--- src/verilog/pseirq_map.vh ---
`ifndef PSEIRQ_MAP_VH
`define PSEIRQ_MAP_VH
// ********************************
// Register addresses
// ********************************
`define PSE_ADDR_DIP_CYC 8'h13
`define PSE_ADDR_DIP_LVL 8'h14
`define PSE_ADDR_INTERRUPT_ENABLE_PRIORITY_TWO 8'hA9
`define PSE_ADDR_ADC_GO 8'hD8
`define PSE_ADDR_BAT_ADC 8'hDF
`define PSE_ADDR_EVT_EN 8'hEC
`define PSE_ADDR_DELTA 8'hF3
`define PSE_ADDR_PERIPHERAL_CONFIG 8'hF4
`define PSE_ADDR_TRIG_SEL 8'hF5
`define PSE_ADDR_FLAGS 8'hF8
`define PSE_ADDR_BAT_TH 8'hFA
// ********************************
// Field positions
// ********************************
`define PSE_GLOBAL_EN_BIT 1
`define PSE_SRC_STATUS_BIT 6
`define PSE_EV_DIP 0
`define PSE_EV_COMP 1
`define PSE_EV_BAT 2
`define PSE_EV_ADC 3
`define PSE_EV_RESTORE 4
`define PSE_EV_SWITCH 5
// ********************************
// Timing
// ********************************
`define PSE_CLK_HZ 10000000
`define PSE_SWITCH_MS 30
`define PSE_RESTORE_MS 130
`define PSE_SWITCH_CYC (`PSE_SWITCH_MS * (`PSE_CLK_HZ / 1000))
`define PSE_RESTORE_CYC (`PSE_RESTORE_MS * (`PSE_CLK_HZ / 1000))
`define PSE_ADC_PERIOD 1000
`endif

--- src/verilog/pse_sync.v ---
`default_nettype none
// ********************************
// Two-stage level synchroniser
// ********************************
module pse_sync #(
  parameter W = 1
) (
  input wire clk,
  input wire nrst,
  input wire [W-1:0] d,
  output wire [W-1:0] q
);
  reg [W-1:0] s1_q;
  reg [W-1:0] s2_q;
  always @(posedge clk or negedge nrst) begin
    if (!nrst) begin
      s1_q <= {W{1'b0}};
      s2_q <= {W{1'b0}};
    end else begin
      s1_q <= d;
      s2_q <= s1_q;
    end
  end
  assign q = s2_q;
endmodule
`default_nettype wire

--- src/verilog/pse_irq.v ---
`include "pseirq_map.vh"
`default_nettype none
// Notes on behaviour
// - Interrupt off after reset; raised only once global enable bit set.
// - Per-event enable register selects events driving the one shared vector.
// - Flags latch until software clears them by writing the flag register.
// - Main-to-battery change sets switchover flag; interrupts if enabled.
// - Battery-to-main change sets restore flag; interrupts if enabled.
// - Flags set regardless of enables; cleared by writing zero.
// - Status bit shows source: one on main, zero on battery.
// - Supply-input change beyond delta threshold flags an ADC event.
// - Background conversions plus software start; ready sets ADC flag.
// - Battery below threshold or new battery reading sets battery flag.
// - Supply input below comparator threshold sets comparator flag.
// - Line below dip level for programmed cycles sets dip flag.
// - Low supply-input switchover happens about 30 ms after drop.
// - Return to main about 130 ms after restore conditions met.
// - Select 00: main-low only; 01: supply input also, restore needs both.
module pse_irq #(
  parameter SWITCH_CYC = `PSE_SWITCH_CYC,
  parameter RESTORE_CYC = `PSE_RESTORE_CYC,
  parameter ADC_PERIOD = `PSE_ADC_PERIOD
) (
  input wire clk,
  input wire nrst,
  input wire [7:0] sfr_addr,
  input wire [7:0] sfr_wdata,
  input wire sfr_wr,
  input wire sfr_rd,
  output reg [7:0] sfr_rdata,
  input wire main_low,
  input wire supervisory_low,
  input wire [7:0] supervisory_sample,
  input wire [7:0] battery_sample,
  input wire line_cycle,
  input wire [7:0] line_level,
  output wire internal_supply,
  output wire power_event_irq
);
  // ********************************
  // Pin synchronisers
  // ********************************
  wire main_low_s;
  wire sup_low_s;
  wire cyc_s;
  pse_sync #(.W(3)) i_pse_sync (
    .clk(clk),
    .nrst(nrst),
    .d({main_low, supervisory_low, line_cycle}),
    .q({main_low_s, sup_low_s, cyc_s})
  );
  // Samples are treated as quasi-static words, taken on conversion strobes
  reg [7:0] dip_cycle_count_q;
  reg [7:0] dip_level_threshold_q;
  reg [7:0] iep2_q;
  reg [7:0] power_event_enable_q;
  reg [7:0] temp_supply_delta_q;
  reg [7:0] peripheral_config_q;
  reg [1:0] switchover_trigger_select_q;
  reg [7:0] power_event_flags_q;
  reg [7:0] battery_threshold_q;
  reg [7:0] battery_adc_value_q;
  reg [7:0] sup_last_q;
  reg on_main_q;
  reg [31:0] tmr_q;
  reg [31:0] adc_tmr_q;
  reg adc_go_q;
  reg [7:0] dip_cnt_q;
  reg cyc_d1_q;
  reg [2:0] st_q;
  localparam [2:0] ST_MAIN = 3'b001;
  localparam [2:0] ST_WAITB = 3'b010;
  localparam [2:0] ST_BAT = 3'b100;

  function sel;
    input [7:0] a;
    input [7:0] b;
    begin
      sel = (a == b);
    end
  endfunction

  wire wr_flags = sfr_wr && sel(sfr_addr, `PSE_ADDR_FLAGS);
  // ********************************
  // Source switching
  // ********************************
  wire use_sup = (switchover_trigger_select_q == 2'b01);
  wire go_bat_now = main_low_s;
  wire go_bat_slow = use_sup && sup_low_s;
  wire restore_ok = !main_low_s && !(use_sup && sup_low_s);
  reg ev_switch;
  reg ev_restore;
  always @(posedge clk or negedge nrst) begin
    if (!nrst) begin
      st_q <= ST_MAIN;
      tmr_q <= 32'h00000000;
      on_main_q <= 1'b1;
      ev_switch <= 1'b0;
      ev_restore <= 1'b0;
    end else begin
      ev_switch <= 1'b0;
      ev_restore <= 1'b0;
      case (st_q)
        ST_MAIN: begin
          tmr_q <= 32'h00000000;
          if (go_bat_now) begin
            st_q <= ST_BAT;
            on_main_q <= 1'b0;
            ev_switch <= 1'b1;
          end else if (go_bat_slow) begin
            st_q <= ST_WAITB;
          end
        end
        ST_WAITB: begin
          tmr_q <= tmr_q + 32'h00000001;
          if (go_bat_now || tmr_q >= SWITCH_CYC - 1) begin
            st_q <= ST_BAT;
            on_main_q <= 1'b0;
            ev_switch <= 1'b1;
            tmr_q <= 32'h00000000;
          end else if (!go_bat_slow) begin
            st_q <= ST_MAIN;
          end
        end
        ST_BAT: begin
          // Any dropout of the restore conditions restarts the wait
          if (!restore_ok) begin
            tmr_q <= 32'h00000000;
          end else if (tmr_q >= RESTORE_CYC - 1) begin
            st_q <= ST_MAIN;
            on_main_q <= 1'b1;
            ev_restore <= 1'b1;
            tmr_q <= 32'h00000000;
          end else begin
            tmr_q <= tmr_q + 32'h00000001;
          end
        end
        default: begin
          st_q <= ST_MAIN;
          on_main_q <= 1'b1;
        end
      endcase
    end
  end
  assign internal_supply = on_main_q;
  // ********************************
  // Conversions and dip detection
  // ********************************
  wire adc_tick = (adc_tmr_q >= ADC_PERIOD - 1);
  wire adc_conv = adc_tick || adc_go_q;
  wire [7:0] sup_diff = (supervisory_sample > sup_last_q) ?
    supervisory_sample - sup_last_q : sup_last_q - supervisory_sample;
  wire ev_adc_delta = adc_conv && (sup_diff > temp_supply_delta_q);
  wire ev_bat = adc_conv || (battery_adc_value_q < battery_threshold_q);
  wire cyc_edge = cyc_s && !cyc_d1_q;
  wire dip_low = line_level < dip_level_threshold_q;
  wire ev_dip = cyc_edge && dip_low &&
    (dip_cnt_q + 8'h01 == dip_cycle_count_q);
  always @(posedge clk or negedge nrst) begin
    if (!nrst) begin
      adc_tmr_q <= 32'h00000000;
      sup_last_q <= 8'h00;
      battery_adc_value_q <= 8'hFF;
      dip_cnt_q <= 8'h00;
      cyc_d1_q <= 1'b0;
    end else begin
      cyc_d1_q <= cyc_s;
      adc_tmr_q <= adc_conv ? 32'h00000000 : adc_tmr_q + 32'h00000001;
      if (adc_conv) begin
        sup_last_q <= supervisory_sample;
        battery_adc_value_q <= battery_sample;
      end
      if (cyc_edge) begin
        if (!dip_low)
          dip_cnt_q <= 8'h00;
        else if (dip_cnt_q != 8'hFF)
          dip_cnt_q <= dip_cnt_q + 8'h01;
      end
    end
  end
  // ********************************
  // Registers
  // ********************************
  wire [7:0] ev_set;
  assign ev_set[`PSE_EV_DIP] = ev_dip;
  assign ev_set[`PSE_EV_COMP] = sup_low_s;
  assign ev_set[`PSE_EV_BAT] = ev_bat;
  assign ev_set[`PSE_EV_ADC] = ev_adc_delta || adc_conv;
  assign ev_set[`PSE_EV_RESTORE] = ev_restore;
  assign ev_set[`PSE_EV_SWITCH] = ev_switch;
  assign ev_set[7:6] = 2'b00;
  always @(posedge clk or negedge nrst) begin
    if (!nrst) begin
      dip_cycle_count_q <= 8'h00;
      dip_level_threshold_q <= 8'h00;
      iep2_q <= 8'h00;
      power_event_enable_q <= 8'h00;
      temp_supply_delta_q <= 8'h00;
      peripheral_config_q <= 8'h00;
      switchover_trigger_select_q <= 2'b00;
      battery_threshold_q <= 8'h00;
      power_event_flags_q <= 8'h00;
      adc_go_q <= 1'b0;
    end else begin
      adc_go_q <= sfr_wr && sel(sfr_addr, `PSE_ADDR_ADC_GO);
      if (sfr_wr) begin
        if (sel(sfr_addr, `PSE_ADDR_DIP_CYC))
          dip_cycle_count_q <= sfr_wdata;
        if (sel(sfr_addr, `PSE_ADDR_DIP_LVL))
          dip_level_threshold_q <= sfr_wdata;
        if (sel(sfr_addr, `PSE_ADDR_INTERRUPT_ENABLE_PRIORITY_TWO))
          iep2_q <= sfr_wdata;
        if (sel(sfr_addr, `PSE_ADDR_EVT_EN))
          power_event_enable_q <= sfr_wdata;
        if (sel(sfr_addr, `PSE_ADDR_DELTA))
          temp_supply_delta_q <= sfr_wdata;
        if (sel(sfr_addr, `PSE_ADDR_PERIPHERAL_CONFIG))
          peripheral_config_q <= sfr_wdata;
        if (sel(sfr_addr, `PSE_ADDR_TRIG_SEL))
          switchover_trigger_select_q <= sfr_wdata[1:0];
        if (sel(sfr_addr, `PSE_ADDR_BAT_TH))
          battery_threshold_q <= sfr_wdata;
      end
      // Zero clears, one keeps; a new event wins over the clear
      power_event_flags_q <= ((wr_flags ? (power_event_flags_q & sfr_wdata)
        : power_event_flags_q) | ev_set);
    end
  end
  assign power_event_irq = iep2_q[`PSE_GLOBAL_EN_BIT] &&
    |(power_event_flags_q & power_event_enable_q);
  always @* begin
    sfr_rdata = 8'h00;
    if (sfr_rd) begin
      case (sfr_addr)
        `PSE_ADDR_DIP_CYC: sfr_rdata = dip_cycle_count_q;
        `PSE_ADDR_DIP_LVL: sfr_rdata = dip_level_threshold_q;
        `PSE_ADDR_INTERRUPT_ENABLE_PRIORITY_TWO: sfr_rdata = iep2_q;
        `PSE_ADDR_BAT_ADC: sfr_rdata = battery_adc_value_q;
        `PSE_ADDR_EVT_EN: sfr_rdata = power_event_enable_q;
        `PSE_ADDR_DELTA: sfr_rdata = temp_supply_delta_q;
        `PSE_ADDR_TRIG_SEL: sfr_rdata = {6'h00, switchover_trigger_select_q};
        `PSE_ADDR_FLAGS: sfr_rdata = power_event_flags_q;
        `PSE_ADDR_BAT_TH: sfr_rdata = battery_threshold_q;
        `PSE_ADDR_PERIPHERAL_CONFIG: begin
          sfr_rdata = peripheral_config_q;
          sfr_rdata[`PSE_SRC_STATUS_BIT] = on_main_q;
        end
        default: sfr_rdata = 8'h00;
      endcase
    end
  end
endmodule
`default_nettype wire

--- config.mk ---
export PLATFORM = sky130hd
export DESIGN_NAME = pse_irq
export DESIGN_NICKNAME = d
export VERILOG_FILES = /design/src/verilog/pse_sync.v /design/src/verilog/pse_irq.v
export VERILOG_INCLUDE_DIRS = /design/src /design/src/verilog
export SDC_FILE = /design/constraint.sdc
export NUM_CORES = 1
export LEC_CHECK = 0
export CAP_MARGIN = 20
export CELL_PAD_IN_SITES_DETAIL_PLACEMENT = 0
export CELL_PAD_IN_SITES_GLOBAL_PLACEMENT = 1
export CORE_AREA = 5 5 168 170
export CTS_BUF_LIST = sky130_fd_sc_hd__clkbuf_2 sky130_fd_sc_hd__clkbuf_4 sky130_fd_sc_hd__clkbuf_8
export CTS_CLUSTER_DIAMETER = 150
export DETAILED_ROUTE_END_ITERATION = 8
export DIE_AREA = 0 0 173 175
export DONT_BUFFER_PORTS = 1
export HOLD_SLACK_MARGIN = 0.03
export PLACE_DENSITY = 0.51
export SLEW_MARGIN = 20
export SYNTH_ARGS = -nofsm -noshare
export SYNTH_HDL_FRONTEND = slang
export SYNTH_SLANG_ARGS = --single-unit
--- constraint.sdc ---
create_clock -name clk -period 3.7 [get_ports clk]
set_input_delay 0.185 -clock clk [delete_from_list [all_inputs] [get_ports clk]]
set_output_delay 0.185 -clock clk [all_outputs]
set_load 0.03 [all_outputs]
== After elaboration in Yosys (flattened, before gate mapping) ==
Index checks and enable logic that the tools add are counted.

* Add/subtract/negate cells: 5
* $lt $le $gt $ge: 7
* Equal/unequal tests: 24
* Mux-type cells: 29
* Bitwise logic cells: 3
* Reductions and logical operators: 29

{| class="wikitable"
|+ Operator list
! cell !! number
|-
| 32-bit 2-to-1 mux || 4
|-
| 32-bit case mux with 3 select lines || 1
|-
| 8-bit case mux with 10 select lines || 1
|-
| 8-bit == test (second input constant) || 9
|-
| 32-bit by 1-bit adder with 32-bit output (second input constant) || 2
|-
| 8-bit 2-to-1 mux || 5
|-
| 32-bit by 10-bit greater-or-equal comparator with 1-bit output (second input constant) || 1
|-
| 32-bit by 19-bit greater-or-equal comparator with 1-bit output (second input constant) || 1
|-
| 32-bit by 21-bit greater-or-equal comparator with 1-bit output (second input constant) || 1
|-
| 3-bit 2-to-1 mux || 6
|-
| 2-bit AND reduction || 9
|-
| 8-bit AND || 2
|-
| 8-bit by 5-bit == test with 1-bit output (second input constant) || 2
|-
| 8-bit greater-than comparator || 2
|-
| 8-bit less-than comparator || 2
|-
| 8-bit subtractor || 2
|-
| 1-bit logical AND || 9
|-
| 1-bit 2-to-1 mux || 9
|-
| 3-bit case mux with 3 select lines || 1
|-
| 8-bit by 1-bit adder with 8-bit output (second input constant) || 1
|-
| 8-bit == test || 1
|-
| 8-bit inequality test (second input constant) || 1
|-
| 8-bit by 6-bit OR with 8-bit output || 1
|-
| 4-bit AND reduction || 2
|-
| other kinds (14) || 22
|}

* Flip-flop bits (word level): 168
* Input port bits: 47
* Output and inout port bits: 10
* Word-level logic and storage cells: 119

== Longest topological paths before layout ==
* Word-level depth: 6
* Depth in mapped cells: 8
* Gate-level depth less buffers: 8

== By module ==
From an unflattened synthesis, not the netlist that was laid out.

* Cell total of the unflattened synthesis: 759
* Area, all modules: 8064.0 sq um

{| class="wikitable"
|+ By module, submodules not included
! module !! instances !! cells each !! area an instance (sq um) !! seq. area each (sq um)
|-
| pse_irq || 1 || 753 || 7913.8 || 3841.2
|-
| pse_sync || 1 || 6 || 150.1 || 150.1
|}

== Least setup slack after synthesis ==
OpenSTA, ideal clock, no wires.

* Path type: in2out
* From: input port sfr_addr[2]
* To: output port sfr_rdata[1]
* Arrival time: 2112 ps
* Required time: 3515 ps
* Setup slack: 1403 ps
* Stages: 6
* Buffers on the path: 1
* Path through: clkbuf_1 > or4b_2 > nor2_2 > a222oi_1 > o21a_1 > a31oi_1

* Cells in the longest elaborated chain, start to end: 3
* Elaborated cells on any way between the ends: 12
* Classes of those cells: eq/ne (10); mux (2)

{| class="wikitable"
|+ RTL lines
! what !! RTL line !! source
|-
| start, declared || pse_irq.v:26 || <nowiki>input wire [7:0] sfr_addr,</nowiki>
|-
| 8-bit == test / 8-bit by 5-bit == test with 1-bit output (equally long branches) || pse_irq.v:234 || <nowiki>case (sfr_addr)</nowiki>
|-
| 8-bit case mux with 10 select lines (*) || pse_irq.v:234 ||
|-
| 8-bit 2-to-1 mux (*) || pse_irq.v:233 || <nowiki>if (sfr_rd) begin</nowiki>
|-
| end, declared || pse_irq.v:30 || <nowiki>output reg [7:0] sfr_rdata,</nowiki>
|}

Mark *: on every way between the ends. The rest lies on a longest branch, timed or not.

== Worst setup path after layout ==
* From: register tmr_q[14]
* To: register st_q[0]

* Cells in the longest elaborated chain, start to end: 4
* Elaborated cells on any way between the ends: 8
* Classes of those cells: order compare (2); eq/ne (2); mux (2); reduce/logical (2)

{| class="wikitable"
|+ RTL lines
! what !! RTL line !! source
|-
| start, declared || pse_irq.v:65 || <nowiki>reg [31:0] tmr_q;</nowiki>
|-
| start signal, assigned || pse_irq.v:115 || <nowiki>tmr_q <= tmr_q + 32'h00000001;</nowiki>
|-
| start signal, assigned || pse_irq.v:135 || <nowiki>tmr_q <= tmr_q + 32'h00000001;</nowiki>
|-
| 32-bit by 19-bit greater-or-equal comparator with 1-bit output || pse_irq.v:116 || <nowiki>if (go_bat_now || tmr_q >= SWITCH_CYC - 1) begin</nowiki>
|-
| 1-bit logical OR || pse_irq.v:116 ||
|-
| 3-bit inequality test (no line) / 3-bit 2-to-1 mux (equally long branches) || -- ||
|-
| 4-bit AND reduction (no line) / 3-bit case mux with 3 select lines (equally long branches) || -- ||
|-
| end signal, assigned || pse_irq.v:117 || <nowiki>st_q <= ST_BAT;</nowiki>
|-
| end signal, assigned || pse_irq.v:122 || <nowiki>st_q <= ST_MAIN;</nowiki>
|-
| end signal, assigned || pse_irq.v:130 || <nowiki>st_q <= ST_MAIN;</nowiki>
|-
| end, declared || pse_irq.v:70 || <nowiki>reg [2:0] st_q;</nowiki>
|}

Parallel ways exist; a longest one is shown, timed or not.
A chain may end at the register's enable or synchronous reset.

==> results.toml <==
[run_status]
outcome = "complete, but fails checks"
violations = "hold timing"

[clocking]
hold_buffers = 24
cts_buffers = 17
clk_latency_ps = 460
cts-resized-gates = 0
cts_root_buf = "clkbuf_8"
htree_num_levels = 4
cts_tree = "yes"
cts.clk_slew.worst_paths_ps = 100
clock_sinks = 159
cts_setup_buffers = 0
cts_buffer_depth = 2

[timing]
relSlewSlack_pct = 38.3
slew_viol_final = 0
setup_ws_ps = 977
fin_crit_sh_pct = 73.6
tightest_slew_ps = 919
hold_violations = 159
period_needed_ps = 2720
final.setup.tns_ps = 0
hold_ws_ps = -591
setup_violations = 0
fmaxAchievable_ghz = 0.367
grt_setup_unrepaired = "no"
finalClockSkew_ps = 20.3

[power_and_ir_drop]
power_frac_clock_pct = 35.3
switching_share_pct = 28.5
switchingPower_mw = 1.02
p_int_mw = 2.56
total_leakage_power_nw = 3.77
p_seq_share_pct = 54.2
p_per_area_mw_per_mm2 = 402
pwr-share-comb_pct = 10.5
vdd_ir_drop_max_v = 0.000231

[critical_path]
critical-path-max-stage-delay_ps = 540
r2r_setup_slack_ps = 980
worstPathMaxFanout = 21
end_kind = "register"
critPathTopFamily = "simple AND/OR/NAND/NOR gates"
cp.arrival_ps = 3100
cp-start-kind = "register"
path_buf_inv = 0
crit_slowest_cell = "or4b_1"
path_cells = "or4b_1 -> or4_1 -> o31a_1 -> nand3_2 -> a21boi_0 -> o32a_1"
cp.depth = 6
r2r_cells = 6
reg2reg_to = "st_q[0]"
worstSetupPathType = "register to register"
reg2reg_from = "tmr_q[14]"
required_ps = 4080

[floorplanning]
die-area_mm2 = 0.0303
die_h_um = 175
rows = 60
die_width_um = 173
initial_core_util_pct = 29.5
core-area_mm2 = 0.0266
ioPinCount = 57

[synth]
netlist_top_cells_count = "dfrtp_1 (149), nand2_1 (70), mux2_2 (62), nor2_1 (34)"
ys_async_sr_fraction_pct = 100
synth_compound_area_share_pct = 14.3
synth-adder-area-share_pct = 2.71
yosysMostFrequentCell = "dfrtp_1"
synth_top_area_share_pct = 47.5
synth_cell_types = 67
synthMuxAreaShare_pct = 9.02
syn-cell-area_mm2 = 0.00785
yosys.area_share.simple_pct = 17.4
avgSynthCellArea_um2 = 10.6
ys_seq_elements = 159
post-synth-top-area-cell = "dfrtp_1"
synthTopCellsByArea = "dfrtp_1 (48%), mux2_2 (8.9%), dfstp_2 (3.3%)"
synth_ff_type = "dfrtp_1"
synth_top_family_by_area = "simple AND/OR/NAND/NOR gates"
syn_inst = 741
synth-xor-area-share_pct = 2.46
synth_warnings = 0
ys_seq_area_share_pct = 50.9
synth-edff-count = 0

[global_routing]
grt_pass1_vias = 6097
antenna_found_initial = 0
grt_remaining_overflow = 0
grt_pass1_wl_mm = 33.9
grt_use_total_pct = 14.0
grt_max_degree = 160

[placed_design]
dp_slack_ps = 1010
gp_congestion = 0.847
hpwl_mm = 14.5
port_buffers = 0
placed_area_mm2 = 0.00828

[drt]
drtIter0Drc = 431
drt_wl_total_mm = 20.7
via_per_inst = 5.17
drt-pass1-iter-count = 5
antenna_left = 0
drc = 0
post_drt_wl_per_cell_um = 18.2
vias = 5875

[layout]
area_growth_pct = 13.4
fin_area_mm2 = 0.00890
fill_cells = 2742
diodes = 0
final_nets = 847
drive_gt1_share_pct = 15.8

[min_path]
hp-class = "input pin to asynchronous set/reset pin"

[flow_run]
cap_violations = 0
## worst register-to-register path, delay by kind of cell, from the launching register on
| family | cells | cell delay (ps) |
|---|---|---|
| DFF | 1 | 520 |
| and+or+nand+nor | 3 | 1310 |
| AOI/OAI and AO/OA | 3 | 830 |
## power groups by stage
stage / logic (mW) / clock network [mW] / registers (mW)
detailed placement: 0.347 / 0 / 1.97
global placement: 0.337 / 0 / 1.97
finish: 0.375 / 1.26 / 1.94
global route: 0.429 / 1.38 / 1.95
CTS: 0.382 / 1.31 / 1.94
floorplan: 0.285 / 0 / 1.93
## stage by stage
stage               utilization, %  hold slack, ps  power [mW]  instances
global placement              31.1            -106        2.31       1081
floorplan                        -            -111        2.21        762
CTS                           33.5            -628        3.64       1137
global route                  33.5            -640        3.76       1137
finish                        33.5            -591        3.57       1137
detailed placement            31.1            -106        2.32       1081
## logic make-up (layout without fill, tap and decap cells)
logic type	after synthesis	in the layout
other cells	1	22
flops	159	159
xor+xnor	22	22
fa+ha+maj	17	17
compound gates	163	163
buf+inv	58	92
simple gates	258	258
mux	63	63
## how the worst max path moves through the flow
stage	startpoint	end	slack, ps
2_1_floorplan	sfr_addr[2]	sfr_rdata[1]	1400
3_3_place_gp	tmr_q[14]	tmr_q[0]	1050
3_5_place_dp	tmr_q[14]	tmr_q[0]	1010
4_1_cts	tmr_q[14]	st_q[0]	990
5_1_grt	tmr_q[14]	tmr_q[0]	890
6_report	tmr_q[14]	st_q[0]	980
## flip-flops by register name, indices dropped and copies added, names as in the netlist
| register | cells |
|---|---|
| battery_adc_value_q | 8 |
| temp_supply_delta_q | 8 |
| tmr_q | 32 |
| power_event_enable_q | 8 |
| cyc_d1_q | 1 |
| dip_level_threshold_q | 8 |
| ev_restore | 1 |
| ev_switch | 1 |
| power_event_flags_q | 8 |
| dip_cnt_q | 8 |
| i_pse_sync.s1_q | 3 |
| adc_tmr_q | 32 |
| adc_go_q | 1 |
| internal_supply | 1 |
| peripheral_config_q | 7 |
| switchover_trigger_select_q | 2 |
| i_pse_sync.q | 3 |
| iep2_q | 8 |
| dip_cycle_count_q | 8 |
| st_q | 3 |
| battery_threshold_q | 8 |
## per-layer routing
layer	global-route usage [%]	routed length, um
met4	4.06	318
met3	3.09	733
met2	24.1	10400
met5	0	0
met1	17.6	9270
## layout by cell type, fill, tap and decap left out, drive strengths merged, types with 17 or more instances in the layout
cell         netlist  layout
conb               1      22
nor2              35      35
mux2              62      62
a22oi             27      27
a21oi             27      27
nand2             71      71
ha                17      17
dfrtp            149     149
dlygate4sd3        0      24
o21ai             28      28
inv               27      34
nand4             20      20
clkbuf            21      18
nand3             22      22
## layout make-up
cell class | count | area, um^2 | area share [%]
Sequential cell | 159 | 3990 | 44.9
Tap cell | 341 | 427 | 4.80
Inverter | 27 | 101 | 1.14
Multi-Input combinational cell | 545 | 3690 | 41.5
Clock inverter | 14 | 131 | 1.48
Clock buffer | 18 | 248 | 2.78
Timing Repair Buffer | 33 | 308 | 3.46
Note: power is estimated with default switching activity, not from simulation.
